===== src/rtl/fmcp_pkg.sv =====
package fmcp_pkg;

    // ****************************************
    // Clock and timing
    // ****************************************
    localparam int unsigned CLK_PERIOD_NS = 100;
    localparam int unsigned SYNC_STAGES   = 2;
    // Recovery after an aborted write is much longer than any other
    localparam int unsigned RECOV_OTHER_NS  = 40000;
    localparam int unsigned RECOV_WRITE_NS  = 12000000;
    localparam int unsigned RECOV_OTHER_CYC =
        (RECOV_OTHER_NS + CLK_PERIOD_NS - 1) / CLK_PERIOD_NS;
    localparam int unsigned RECOV_WRITE_CYC =
        (RECOV_WRITE_NS + CLK_PERIOD_NS - 1) / CLK_PERIOD_NS;
    localparam int unsigned RECOV_CNT_W = 18;

    // ****************************************
    // Opcodes
    // ****************************************
    localparam logic [7:0] OP_FAIL_CLEAR  = 8'h30;
    localparam logic [7:0] OP_BUSY_OUT_EN = 8'h70;
    localparam logic [7:0] OP_BUSY_OUT_DIS = 8'h80;
    localparam logic [7:0] OP_NO_OP       = 8'h00;
    localparam logic [7:0] OP_RESET_ARM   = 8'h66;
    localparam logic [7:0] OP_RESET       = 8'h99;
    localparam logic [7:0] OP_PARAM_READ  = 8'h5A;

    // ****************************************
    // Frame layout
    // ****************************************
    localparam logic [2:0] BIT_LAST      = 3'h7;
    localparam logic [2:0] BYTE_OPCODE   = 3'h0;
    localparam logic [2:0] BYTE_SINGLE   = 3'h1;
    localparam logic [2:0] BYTE_ADDR_LO  = 3'h1;
    localparam logic [2:0] BYTE_ADDR_HI  = 3'h3;
    localparam logic [2:0] BYTE_DUMMY    = 3'h4;
    localparam logic [2:0] BYTE_CNT_MAX  = 3'h5;

    // ****************************************
    // Parameter header space
    // ****************************************
    // Arbitrary value, not any real maker code
    localparam logic [7:0]  VENDOR_ID    = 8'hA5;
    localparam logic [7:0]  UNUSED_BYTE  = 8'hFF;
    localparam logic [4:0]  HDR_LAST_IDX = 5'h17;
    localparam logic [0:23][7:0] HDR_BYTES = {
        8'h53, 8'h46, 8'h44, 8'h50,        // 00h signature
        8'h00, 8'h01, 8'h01, UNUSED_BYTE,  // 04h revs, header count
        8'h00, 8'h00, 8'h01, 8'h09,        // 08h first header
        8'h30, 8'h00, 8'h00, UNUSED_BYTE,  // 0Ch table pointer
        VENDOR_ID, 8'h00, 8'h01, 8'h04,    // 10h second header
        8'h60, 8'h00, 8'h00, UNUSED_BYTE   // 14h table pointer
    };

endpackage


===== src/rtl/fmcp_sync.sv =====
`timescale 1ns/1ps
`default_nettype none

module fmcp_sync #(
    parameter int unsigned     W       = 1,
    parameter logic [W-1:0]    RST_VAL = '0
) (
    input  wire logic          clock_i,
    input  wire logic          arst_n_i,
    input  wire logic [W-1:0]  async_i,
    output logic      [W-1:0]  sync_o
);

    logic [W-1:0] meta_q;

    // First stage feeds only the second
    always_ff @(posedge clock_i or negedge arst_n_i) begin
        if (!arst_n_i) begin
            meta_q <= RST_VAL;
            sync_o <= RST_VAL;
        end else begin
            meta_q <= async_i;
            sync_o <= meta_q;
        end
    end

endmodule

`default_nettype wire


===== src/rtl/fmcp_hdr_rom.sv =====
`timescale 1ns/1ps
`default_nettype none

module fmcp_hdr_rom (
    input  wire logic [23:0] addr_i,
    output logic      [7:0]  data_o
);

    // Table body beyond the headers is not held here; reads as erased
    wire       hit = (addr_i[23:5] == 19'h00000) && (addr_i[4:0] <= fmcp_pkg::HDR_LAST_IDX);
    wire [4:0] idx = addr_i[4:0];

    assign data_o = hit ? fmcp_pkg::HDR_BYTES[idx] : fmcp_pkg::UNUSED_BYTE;

endmodule

`default_nettype wire


===== src/rtl/fmcp_top.sv =====
// Summary of operation
// - Fail-flag clear command zeroes both program and erase fail flags.
// - Single-byte commands run only if chip select rises on a byte boundary.
// - Busy-output enable puts ready/busy on serial output in continuous program.
// - Busy-output disable cancels that and stops ready/busy on serial output.
// - No-operation only cancels a pending reset arm.
// - Software reset is arm frame 66h then reset frame 99h.
// - Any command other than reset or a repeated arm after an arm disarms it.
// - Software reset returns standby, single-line mode, volatile defaults.
// - Reset during program or erase aborts it; data may corrupt.
// - Recovery after an aborted write is longer than otherwise.
// - Parameter read: 5Ah, three address bytes, one dummy, then data out.
// - Header reports minor revision 00h at 04h, major 01h at 05h.
// - Byte 06h holds header count minus one, 01h.
// - First header at 08h: ID 00h, rev 1.0, 09h dwords, pointer 30h.
// - Second header at 10h: vendor ID, rev 1.0, 04h dwords, pointer 60h.
// - Unused header bytes 07h, 0Fh, 17h always read FFh.
// - Fail flags volatile, read-only, one means last operation failed, default zero.
// - Continuous program indicator volatile, read-only, one while active, default zero.
`timescale 1ns/1ps
`default_nettype none

module fmcp_top #(
    parameter int unsigned RECOV_WRITE_CYC = fmcp_pkg::RECOV_WRITE_CYC,
    parameter int unsigned RECOV_OTHER_CYC = fmcp_pkg::RECOV_OTHER_CYC
) (
    input  wire logic clock_i,
    input  wire logic arst_n_i,
    // Serial link pins
    input  wire logic cs_n_i,
    input  wire logic sclk_i,
    input  wire logic si_i,
    output logic      so_o,
    output logic      so_oe_o,
    // Array engine side, same clock
    input  wire logic prog_fail_set_i,
    input  wire logic erase_fail_set_i,
    input  wire logic write_busy_i,
    input  wire logic continuous_program_mode_i,
    // Status and control
    output logic      prog_fail_o,
    output logic      erase_fail_o,
    output logic      continuous_program_mode_o,
    output logic      busy_output_en_o,
    output logic      reset_armed_o,
    output logic      soft_reset_o,
    output logic      write_abort_o,
    output logic      reset_busy_o
);

    // ****************************************
    // Pin synchronisers
    // ****************************************
    logic [2:0] pins_s;

    // Reset values match idle pins, so no false edge follows reset
    fmcp_sync #(
        .W       (3),
        .RST_VAL (3'h4)
    ) u_sync (
        .clock_i  (clock_i),
        .arst_n_i (arst_n_i),
        .async_i  ({cs_n_i, sclk_i, si_i}),
        .sync_o   (pins_s)
    );

    wire cs_n_s = pins_s[2];
    wire sclk_s = pins_s[1];
    wire si_s   = pins_s[0];

    // ****************************************
    // State
    // ****************************************
    logic                              cs_prev_q;
    logic                              sclk_prev_q;
    logic [2:0]                        bit_cnt_q;
    logic [2:0]                        byte_cnt_q;
    logic [6:0]                        sh_in_q;
    logic [7:0]                        opcode_q;
    logic [23:0]                       addr_q;
    logic [7:0]                        out_sh_q;
    logic                              rd_out_q;
    logic                              armed_q;
    logic [fmcp_pkg::RECOV_CNT_W-1:0]  rcv_cnt_q;
    logic [fmcp_pkg::RECOV_CNT_W-1:0]  rcv_cnt_d;
    logic [7:0]                        rom_data;

    // ****************************************
    // Edge and byte decode
    // ****************************************
    wire sclk_rise  = sclk_s & ~sclk_prev_q & ~cs_n_s;
    wire sclk_fall  = ~sclk_s & sclk_prev_q & ~cs_n_s;
    wire cs_rise    = cs_n_s & ~cs_prev_q;
    wire byte_done  = sclk_rise & (bit_cnt_q == fmcp_pkg::BIT_LAST);
    wire [7:0] byte_in = {sh_in_q, si_s};
    wire recovering = (rcv_cnt_q != '0);

    wire [7:0] op_now = (byte_cnt_q == fmcp_pkg::BYTE_OPCODE) ? byte_in : opcode_q;
    wire is_read    = (op_now == fmcp_pkg::OP_PARAM_READ) & ~recovering;
    wire addr_byte  = (byte_cnt_q >= fmcp_pkg::BYTE_ADDR_LO)
                    & (byte_cnt_q <= fmcp_pkg::BYTE_ADDR_HI);
    wire take_addr  = byte_done & is_read & addr_byte;
    wire load_out   = byte_done & is_read & (byte_cnt_q >= fmcp_pkg::BYTE_DUMMY);

    // Frame ends: a command counts only with its opcode byte fully in
    wire any_cmd    = cs_rise & (byte_cnt_q != '0) & ~recovering;
    // A second full byte refuses the command as well
    wire on_bound   = (byte_cnt_q == fmcp_pkg::BYTE_SINGLE) & (bit_cnt_q == '0);
    wire cmd_ok     = any_cmd & on_bound;

    wire do_clear   = cmd_ok & (opcode_q == fmcp_pkg::OP_FAIL_CLEAR);
    wire do_ben     = cmd_ok & (opcode_q == fmcp_pkg::OP_BUSY_OUT_EN);
    wire do_bdis    = cmd_ok & (opcode_q == fmcp_pkg::OP_BUSY_OUT_DIS);
    wire do_arm     = cmd_ok & (opcode_q == fmcp_pkg::OP_RESET_ARM);
    wire do_rst     = cmd_ok & (opcode_q == fmcp_pkg::OP_RESET) & armed_q;

    // Ready/busy only drives the line while no table data is going out
    wire ready_out  = continuous_program_mode_o & busy_output_en_o
                    & ~cs_n_s & ~rd_out_q;

    // Soft reset returns the fail flags to their defaults too
    wire flag_clear = do_clear | do_rst;

    // Released as soon as chip select rises, so no stale bit is driven
    wire so_drive   = (rd_out_q & ~cs_n_s) | ready_out;

    // ****************************************
    // Header lookup
    // ****************************************
    fmcp_hdr_rom u_rom (
        .addr_i (addr_q),
        .data_o (rom_data)
    );

    // ****************************************
    // Recovery counter
    // ****************************************
    // Longer wait only when a program or erase was really cut off
    always_comb begin
        rcv_cnt_d = rcv_cnt_q;
        if (do_rst) begin
            if (write_busy_i) begin
                rcv_cnt_d = fmcp_pkg::RECOV_CNT_W'(RECOV_WRITE_CYC);
            end else begin
                rcv_cnt_d = fmcp_pkg::RECOV_CNT_W'(RECOV_OTHER_CYC);
            end
        end else if (recovering) begin
            rcv_cnt_d = rcv_cnt_q - 1'b1;
        end
    end

    always_ff @(posedge clock_i or negedge arst_n_i) begin
        if (!arst_n_i) begin
            rcv_cnt_q    <= '0;
            reset_busy_o <= 1'b0;
        end else begin
            rcv_cnt_q    <= rcv_cnt_d;
            reset_busy_o <= (rcv_cnt_d != '0);
        end
    end

    // ****************************************
    // Frame shifter
    // ****************************************
    always_ff @(posedge clock_i or negedge arst_n_i) begin
        if (!arst_n_i) begin
            cs_prev_q   <= 1'b1;
            sclk_prev_q <= 1'b0;
        end else begin
            cs_prev_q   <= cs_n_s;
            sclk_prev_q <= sclk_s;
        end
    end

    always_ff @(posedge clock_i or negedge arst_n_i) begin
        if (!arst_n_i) begin
            bit_cnt_q  <= '0;
            byte_cnt_q <= '0;
            sh_in_q    <= '0;
        end else if (cs_n_s) begin
            bit_cnt_q  <= '0;
            byte_cnt_q <= '0;
        end else if (sclk_rise) begin
            bit_cnt_q <= bit_cnt_q + 1'b1;
            sh_in_q   <= byte_in[6:0];
            // Saturates, so every later byte of a long read reloads
            if (byte_done && byte_cnt_q != fmcp_pkg::BYTE_CNT_MAX) begin
                byte_cnt_q <= byte_cnt_q + 1'b1;
            end
        end
    end

    always_ff @(posedge clock_i or negedge arst_n_i) begin
        if (!arst_n_i) begin
            opcode_q <= fmcp_pkg::OP_NO_OP;
        end else if (byte_done && byte_cnt_q == fmcp_pkg::BYTE_OPCODE) begin
            opcode_q <= byte_in;
        end
    end

    always_ff @(posedge clock_i or negedge arst_n_i) begin
        if (!arst_n_i) begin
            addr_q <= '0;
        end else if (take_addr) begin
            addr_q <= {addr_q[15:0], byte_in};
        end else if (load_out) begin
            addr_q <= addr_q + 24'h000001;
        end
    end

    // ****************************************
    // Table output
    // ****************************************
    always_ff @(posedge clock_i or negedge arst_n_i) begin
        if (!arst_n_i) begin
            out_sh_q <= '0;
            rd_out_q <= 1'b0;
        end else if (cs_n_s) begin
            rd_out_q <= 1'b0;
        end else if (load_out) begin
            out_sh_q <= rom_data;
            rd_out_q <= 1'b1;
        end else if (sclk_fall) begin
            out_sh_q <= {out_sh_q[6:0], 1'b0};
        end
    end

    // Data changes on the falling edge so it is settled by the next rise
    always_ff @(posedge clock_i or negedge arst_n_i) begin
        if (!arst_n_i) begin
            so_o    <= 1'b0;
            so_oe_o <= 1'b0;
        end else begin
            so_oe_o <= so_drive;
            if (rd_out_q && sclk_fall) begin
                so_o <= out_sh_q[7];
            end else if (ready_out) begin
                so_o <= ~write_busy_i;
            end
        end
    end

    // ****************************************
    // Command effects
    // ****************************************
    always_ff @(posedge clock_i or negedge arst_n_i) begin
        if (!arst_n_i) begin
            armed_q       <= 1'b0;
            reset_armed_o <= 1'b0;
        end else if (any_cmd) begin
            // No-op, bad frames with a full opcode byte and everything else disarm
            armed_q       <= do_arm;
            reset_armed_o <= do_arm;
        end
    end

    always_ff @(posedge clock_i or negedge arst_n_i) begin
        if (!arst_n_i) begin
            busy_output_en_o <= 1'b0;
        end else if (do_rst || do_bdis) begin
            busy_output_en_o <= 1'b0;
        end else if (do_ben) begin
            busy_output_en_o <= 1'b1;
        end
    end

    // A failure reported in the clearing cycle survives the clear
    always_ff @(posedge clock_i or negedge arst_n_i) begin
        if (!arst_n_i) begin
            prog_fail_o  <= 1'b0;
            erase_fail_o <= 1'b0;
        end else begin
            prog_fail_o  <= prog_fail_set_i
                          | (prog_fail_o & ~flag_clear);
            erase_fail_o <= erase_fail_set_i
                          | (erase_fail_o & ~flag_clear);
        end
    end

    always_ff @(posedge clock_i or negedge arst_n_i) begin
        if (!arst_n_i) begin
            continuous_program_mode_o <= 1'b0;
        end else begin
            continuous_program_mode_o <= continuous_program_mode_i & ~do_rst;
        end
    end

    // Pulses tell the array engine to stop and fall back to standby
    always_ff @(posedge clock_i or negedge arst_n_i) begin
        if (!arst_n_i) begin
            soft_reset_o  <= 1'b0;
            write_abort_o <= 1'b0;
        end else begin
            soft_reset_o  <= do_rst;
            write_abort_o <= do_rst & write_busy_i;
        end
    end

endmodule

`default_nettype wire


===== config.mk =====
export PLATFORM = sky130hd
export DESIGN_NAME = fmcp_top
export DESIGN_NICKNAME = d
export VERILOG_FILES = /design/src/rtl/fmcp_pkg.sv /design/src/rtl/fmcp_sync.sv /design/src/rtl/fmcp_hdr_rom.sv /design/src/rtl/fmcp_top.sv
export SDC_FILE = /design/constraint.sdc
export NUM_CORES = 1
export LEC_CHECK = 0
export BUFFER_PORTS_ARGS = -buffer_cell sky130_fd_sc_hd__buf_2
export CORE_ASPECT_RATIO = 1.25
export CORE_MARGIN = 2
export CORE_UTILIZATION = 40
export DETAILED_ROUTE_END_ITERATION = 8
export GPL_TIMING_DRIVEN = 0
export PLACE_DENSITY_LB_ADDON = 0.25
export SLEW_MARGIN = 15
export SYNTH_ARGS = -nofsm -noshare
export SYNTH_HDL_FRONTEND = slang
export SYNTH_SLANG_ARGS = --single-unit

===== constraint.sdc =====
create_clock -name clock_i -period 2.86 [get_ports clock_i]
set_input_delay 0.286 -clock clock_i [delete_from_list [all_inputs] [get_ports clock_i]]
set_output_delay 0.286 -clock clock_i [all_outputs]
set_load 0.01 [all_outputs]

==> impl_results.md, run 1 <==
* Result of the run: finished clean
* Number of warnings printed during yosys synthesis at 0
* Type of element capturing the critical path: flop
* Number of max-slew violations in the final report at 0
* Worst hold path type: input pin to flop
* Peak supply drop at 0.269 mV
* Antenna fix cells at 0
* Final Setup Violations at 0
* Overall die height at between 100 and 150 microns
* Reported leakage power at 2.43 nW
* Post-synthesis register bit count at 90
* Initial core utilization at approximately two fifths
* Cell chosen for the clock root: clkbuf_16
* Number of flops mapped to enable cells by yosys at 0
* Maximum fanout along the worst path at 7
* Clock sinks at 90
* Hold path cells at 1
* Clock-pin transition on the worst setup and hold timing paths at 0.06 ns
* Power consumption at 2.59 mW
* Clock buffers created by TritonCTS at 9
* Min-Delay Endpoint: u_sync.meta_q[2]
* Detailed-route DRC error count at 0
* Final critical-path required period at 2.73 ns
* Hold slack final at 0.0451 ns
* Tightest Pin Transition at between 0.5 and 0.6 ns
* Critical Path Max Stage Delay at between 0.5 and 0.6 ns
* Post-Syn Area at approximately 0.0050 sq mm
* Synthesized net count at 559
* Worst min-delay path startpoint: cs_n_i
* Post-route cell area at 0.00572 sq mm
* Remaining max-slew budget at the tightest pin at 61.4%
* Number of levels the H-tree was split into at 3
* Count of buffers from port buffering at 18
* Startpoint Class: flop
* Top-level port count at 19
* Endpoint arrival time on the critical path at 2.93 ns
* Number of nets in the layout at 596
* Layout overhead on the synthesized area at 14.4%
* Placeable core region at 0.0122 sq mm
* Cell Area, Placed at 0.00532 sq mm
* Die outline area at approximately 0.013 sq mm
* Max Clk Rate at 366 MHz
* Synth Instances at 536
* Clock insertion delay at the later pin of the skew report at 0.35 ns
* Vias in the first global route at slightly above 4000
* Mean cell area of the mapped netlist at 9.33 sq um
* Maximum Capacitance Violations at 0
* Main flop type after synthesis: dfrtp_1
* Setup slack of the most critical reg-to-reg path at 0.13 ns
* Clock Skews at 0.0105 ns
* TritonCTS clock tree: built
* Clock tree buffer depth at 2
* Number of antenna-violating nets in the routed design at 0
* Fraction of final layout cells sized beyond drive strength 1 at between 10% and 20%
* Reg-to-Reg Start: rcv_cnt_q[4]
* FP Rows at 45
* Post-Route WL at 11900 microns
* Final worst path period share at 95.5%
* Vias post-DR at ~4100
* Setup Crit Path Kind: flop to flop
* Global-route total usage across every layer at 18.7%
* Depth of the worst register-to-register path at 7
* Required @ worst endpoint at 3.06 ns
* Die W at between 100 and 150 microns
* Largest net degree at the start of global routing at 56
* RD Place Congestion at ~0.88
* Share of synthesized flip-flops with an asynchronous set or reset at 100%
* HPWL after detailed placement at 8600 microns
* Destination of the worst register-to-register timing path: reset_busy_o
* Final Hold Viols at 0
* Average wire per standard cell at around 16 microns
* Vias per inst at 5.59
* Initial antenna violation count at 0
* Violation count after the first detailed-routing iteration at between 150 and 200
* Number of iterations in the first detailed-routing pass at 4
* Power Dens Cells at around 450 mW/mm^2
* Number of distinct library cells after synthesis at 59
* Sequential element share of the synthesized area at 45.1%
* Wire length of the first global-routing pass at a little over 20000 microns
* Critical-path cell list: or4_1 -> clkbuf_4 -> or4_4 -> o31a_1 -> a211o_1 -> nor4_2 -> nand4_1
* Sum of overflow across all layers after global routing at 0
* Slowest cell on crit path: or4_1
[repair_timing]
item / CTS / global route
hold buffers: 1 / 0
setup endpoints to repair: 3 / 34
pin swaps: 0 / 5
resized for setup: 2 / 26
buffers inserted: 0 / 6
hold endpoints to repair: 32 / 0
[registers in the layout (all words and copies together), names as in the netlist]
| register | cells |
|---|---|
| sclk_prev_q | 1 |
| byte_cnt_q | 3 |
| rcv_cnt_q | 18 |
| soft_reset_o | 1 |
| cs_prev_q | 1 |
| so_oe_o | 1 |
| opcode_q | 8 |
| out_sh_q | 8 |
| armed_q | 1 |
| write_abort_o | 1 |
| so_o | 1 |
| rd_out_q | 1 |
| sh_in_q | 7 |
| erase_fail_o | 1 |
| reset_busy_o | 1 |
| busy_output_en_o | 1 |
| u_sync.sync_o | 3 |
| bit_cnt_q | 3 |
| addr_q | 24 |
| u_sync.meta_q | 3 |
| continuous_program_mode_o | 1 |
| prog_fail_o | 1 |
[cell families (layout without fill, tap and decap cells)]
group / count (synthesis) / count (layout) / synth area share, %
flops: 90 / 90 / 45.1
compound gates: 119 / 119 / 14.9
buf+inv: 41 / 83 / 3.43
simple gates: 228 / 228 / 24.2
xor+xnor: 15 / 15 / 2.63
fa+ha+maj: 14 / 14 / 3.50
mux: 29 / 29 / 6.26
[where the power goes]
part | internal, mW | switching, mW
clock | 0.612 | 0.489
combinational | 0.0568 | 0.0533
sequential | 1.32 | 0.0609
total | 1.99 | 0.603
[worst max path at each step]
stage                        from            to  slack [ns]  cells past startpoint
finish               rcv_cnt_q[4]  reset_busy_o        0.13                      7
CTS                 rcv_cnt_q[13]   out_sh_q[6]       0.009                      8
detailed placement   rcv_cnt_q[4]     addr_q[2]       -0.01                      8
global placement     rcv_cnt_q[0]     addr_q[2]       0.005                     10
floorplan            rcv_cnt_q[8]  reset_busy_o        0.35                      7
global route         rcv_cnt_q[0]    addr_q[17]       -0.01                     10
[cell usage after synthesis (9+ instances only)]
cell type   n  area share, %
xnor2_1    11            1.9
dfrtp_1    87             44
a211oi_1   10            1.5
inv_1      15            1.1
mux2_2     18            4.1
mux2i_1    11            2.2
nor4_1     16            2.0
a21oi_1    20            2.0
clkbuf_1   15            1.1
ha_1       14            3.5
nand2_1    57            4.3
nor3_1     20            2.0
nor2_1     42            3.2
and3_1      9            1.1
nand3_1    22            2.2
o21ai_0    47            4.7
[per-layer routing]
metal | vias to the layer above | wire length (microns) | track usage [%] | share of wire (%)
met2 | 68 | 6110 | 34.4 | 52
met3 | 7 | 336 | 2.48 | 2.8
met1 | 2045 | 5280 | 22.1 | 45
li1 | 2029 | - | - | -
met5 | - | 0 | 0 | 0
met4 | 0 | 126 | 7.31 | 1.1
[critical path, delay by kind of cell, from the launching register on]
kind            cells  cell delay [ns]
flops               1             0.43
compound gates      2             0.52
buf+inv             1             0.19
simple gates        4             1.44
[final cells by class]
class / instances / area, sq um
clock buffers: 12 / 246
repair buffers: 26 / 175
fillers: 1157 / 6440
multi-input cells: 405 / 2620
inverters: 15 / 56.3
clock inverters: 4 / 27.5
plain buffers: 26 / 134
well taps: 164 / 205
flip-flops and latches: 90 / 2260
[cell usage in the layout, fill, tap and decap left out, types with 5 or more instances in the layout]
| cell type | count |
|---|---|
| xnor2_1 | 11 |
| mux2_2 | 18 |
| and3_1 | 9 |
| a31oi_1 | 8 |
| dfrtp_1 | 86 |
| ha_1 | 14 |
| mux2i_1 | 11 |
| nand2_1 | 57 |
| nand3_1 | 22 |
| or3_1 | 6 |
| nor3_1 | 19 |
| nor2b_1 | 7 |
| o21ai_1 | 5 |
| clkbuf_1 | 15 |
| clkbuf_16 | 9 |
| and2_1 | 8 |
| o21ai_0 | 42 |
| buf_4 | 7 |
| nand4_1 | 5 |
| a21oi_1 | 20 |
| a211oi_1 | 10 |
| nand2b_1 | 6 |
| o311ai_0 | 5 |
| nor2_1 | 42 |
| inv_1 | 15 |
| nor4_1 | 15 |
| buf_2 | 22 |
[metrics by stage]
step           cells  TNS, ns  util, %  setup WS, ns
2_1_floorplan    536        0        -         0.347
3_3_place_gp     718        0     43.5       0.00500
3_5_place_dp     719  -0.0231     43.8       -0.0119
4_1_cts          736        0     46.2       0.00880
5_1_grt          742  -0.0177     47.0       -0.0124
6_report         742        0     47.0         0.129
(Power assumes the default switching activity.)
==> run 2: changes to the inputs <==
Settings changed: GPL_TIMING_DRIVEN 0 to 1.
==> impl_results.md, run 2 (synthesis gave the netlist of run 1 again) <==
* Result of the run: finished with violations
* Violations in the final reports: hold timing
* Vias in the first global route at 4121
* Proportion of power drawn by flip-flops and latches at ~53%
* Register containing the most flip-flops in the final layout: addr_q
* Vias post-DR at approximately 4100
* Post-Route WL at 11500 microns
* Slowest cell on crit path: or4_1
* Largest net degree at the start of global routing at 59
* P_int at 2.01 mW
* Layout overhead on the synthesized area at 13.0%
* Detailed-route DRC error count at 0
* Critical-path cell list: or4_1 -> or4_4 -> o31a_1 -> a211o_1 -> nor4_2 -> nand4_1
* Global-route total usage across every layer at 18.5%
* Wire length of the first global-routing pass at 20100 microns
* Overall die height at ~130 microns
* Antenna fix cells at 0
* Clock Skews at 0.0107 ns
* Type of element capturing the critical path: flop
* Met2 capacity usage during global routing at 32.2%
* Clock sinks at 90
* Post-CTS Setup Inserts at 0
* Violation count after the first detailed-routing iteration at about 220
* Number of max-slew violations in the final report at 0
* Final worst path period share at 91.7%
* Reported leakage power at around 2.4 nW
* Family of cells with the greatest summed delay on the critical path: simple AND/OR/NAND/NOR gates
* Max Clk Rate at between 300 and 400 MHz
* Initial antenna violation count at 0
* Maximum Capacitance Violations at 0
* Placeable core region at roughly 0.012 sq mm
* Final sum of negative setup slack at 0 ns
* Worst-case setup margin in the final layout at roughly 0.24 ns
* Setup repair after global routing missed its margin: false
* Crit path buf inv count at 0
* Vias per inst at 5.67
* Die W at 104 microns
* Required @ worst endpoint at a little over 3 ns
* Startpoint Class: flop
* Power Dens Cells at 464 mW/mm^2
* Number of levels the H-tree was split into at 3
* Switching portion of total power at 23.1%
* Final Setup Violations at 0
* Clock tree buffer depth at 2
* Number of antenna-violating nets in the routed design at 0
* Sum of overflow across all layers after global routing at 0
* TritonCTS clock tree: built
* Cell chosen for the clock root: clkbuf_16
* Count of buffers from port buffering at 18
* Maximum fanout along the worst path at 7
* HPWL after detailed placement at 8260 microns
* Largest registers ranked by flip-flop count: addr_q (24), rcv_cnt_q (18)
* Endpoint arrival time on the critical path at ~2.9 ns
* Top-level port count at 19
* Clock insertion delay at the later pin of the skew report at 0.35 ns
* Average wire per standard cell at 15.8 microns
* Number of nets in the layout at 583
* Fraction of met3 tracks used by global routing at 3.65%
* Fraction of final layout cells sized beyond drive strength 1 at 15.4%
* Largest register FFs at 24
* Clock buffers created by TritonCTS at 9
* Gr busiest metal: met2
* FP Rows at between 40 and 50
* Clock-pin transition on the worst setup and hold timing paths at 0.06 ns
* Final Hold Viols at 4
* Setup Crit Path Kind: flop to flop
* Hold slack final at -0.00833 ns
* Share of power burned in combinational logic at under 10%
* RD Place Congestion at 0.924
* Instance count after placement with tap cells included at 713
* Highest-count cells in the layout ignoring fill and taps: 87 x dfrtp_1, 57 x nand2_1, 47 x o21ai_0
* Leading cell type in the layout, fill and taps excluded: dfrtp_1
* Final critical-path required period at ~2.6 ns
* Initial core utilization at roughly two fifths
* Worst hold path type: input pin to async pin
* Post-cts gate resize count at 0
* Tightest Pin Transition at 0.736 ns
* Final standard cell count with taps included and fillers excluded at approximately 730
* Peak supply drop at 0.255 mV
* Worst Setup Slack post-DPL at 0.236 ns
* Die outline area at 0.0134 sq mm
* Met1 Track Usage GR at 22.5%
* Remaining max-slew budget at the tightest pin at 50.9%
* Switching power at 0.604 mW
* Filler Cell Count at between 1000 and 1500
* Number of iterations in the first detailed-routing pass at 4
* Critical Path Max Stage Delay at 0.66 ns
* Clk network pwr share at 43.1%
* Post-CTS Hold Buffers at 0
run 2: area by class of cell:
cell class / count / area, sq um / share of cell area [%]
Clock inverter: 4 / 26.3 / 0.465
Clock buffer: 12 / 256 / 4.54
Multi-Input combinational cell: 405 / 2580 / 45.8
Inverter: 15 / 56.3 / 0.997
Tap cell: 164 / 205 / 3.63
Sequential cell: 90 / 2260 / 40.0
Timing Repair Buffer: 39 / 263 / 4.65
run 2: final timing paths:
path                                   from          endpoint  slack (ns)  depth (start not counted)
max                            rcv_cnt_q[4]      reset_busy_o        0.24                          6
min                                arst_n_i     rcv_cnt_q[16]      -0.008                          1
max reg2reg                    rcv_cnt_q[4]      reset_busy_o        0.24                          6
min reg2reg                u_sync.meta_q[0]  u_sync.sync_o[0]        0.35                          0
max in group asynchronous          arst_n_i         cs_prev_q        2.14                          2
min in group clock_i                 cs_n_i  u_sync.meta_q[2]        0.04                          1
run 2: metrics by stage:
step	area, sq um	utilization, %	power [mW]
2_1_floorplan	5000	-	1.45
3_3_place_gp	5360	44.1	1.51
3_5_place_dp	5360	44.1	1.52
4_1_cts	5640	46.4	2.65
5_1_grt	5650	46.4	2.73
6_report	5650	46.4	2.62
run 2: layer usage:
layer  wire (microns)  share of wire (%)
met1             5100                 44
met2             5760                 50
met3              385                3.3
met4              266                2.3
met5                0                  0
run 2: power by group through the flow:
stage,logic [mW],clock network [mW],registers [mW]
after floorplan,0.0631,0,1.38
after global placement,0.108,0,1.40
after detailed placement,0.112,0,1.41
after CTS,0.112,1.15,1.38
after global routing,0.122,1.21,1.39
final,0.108,1.13,1.38
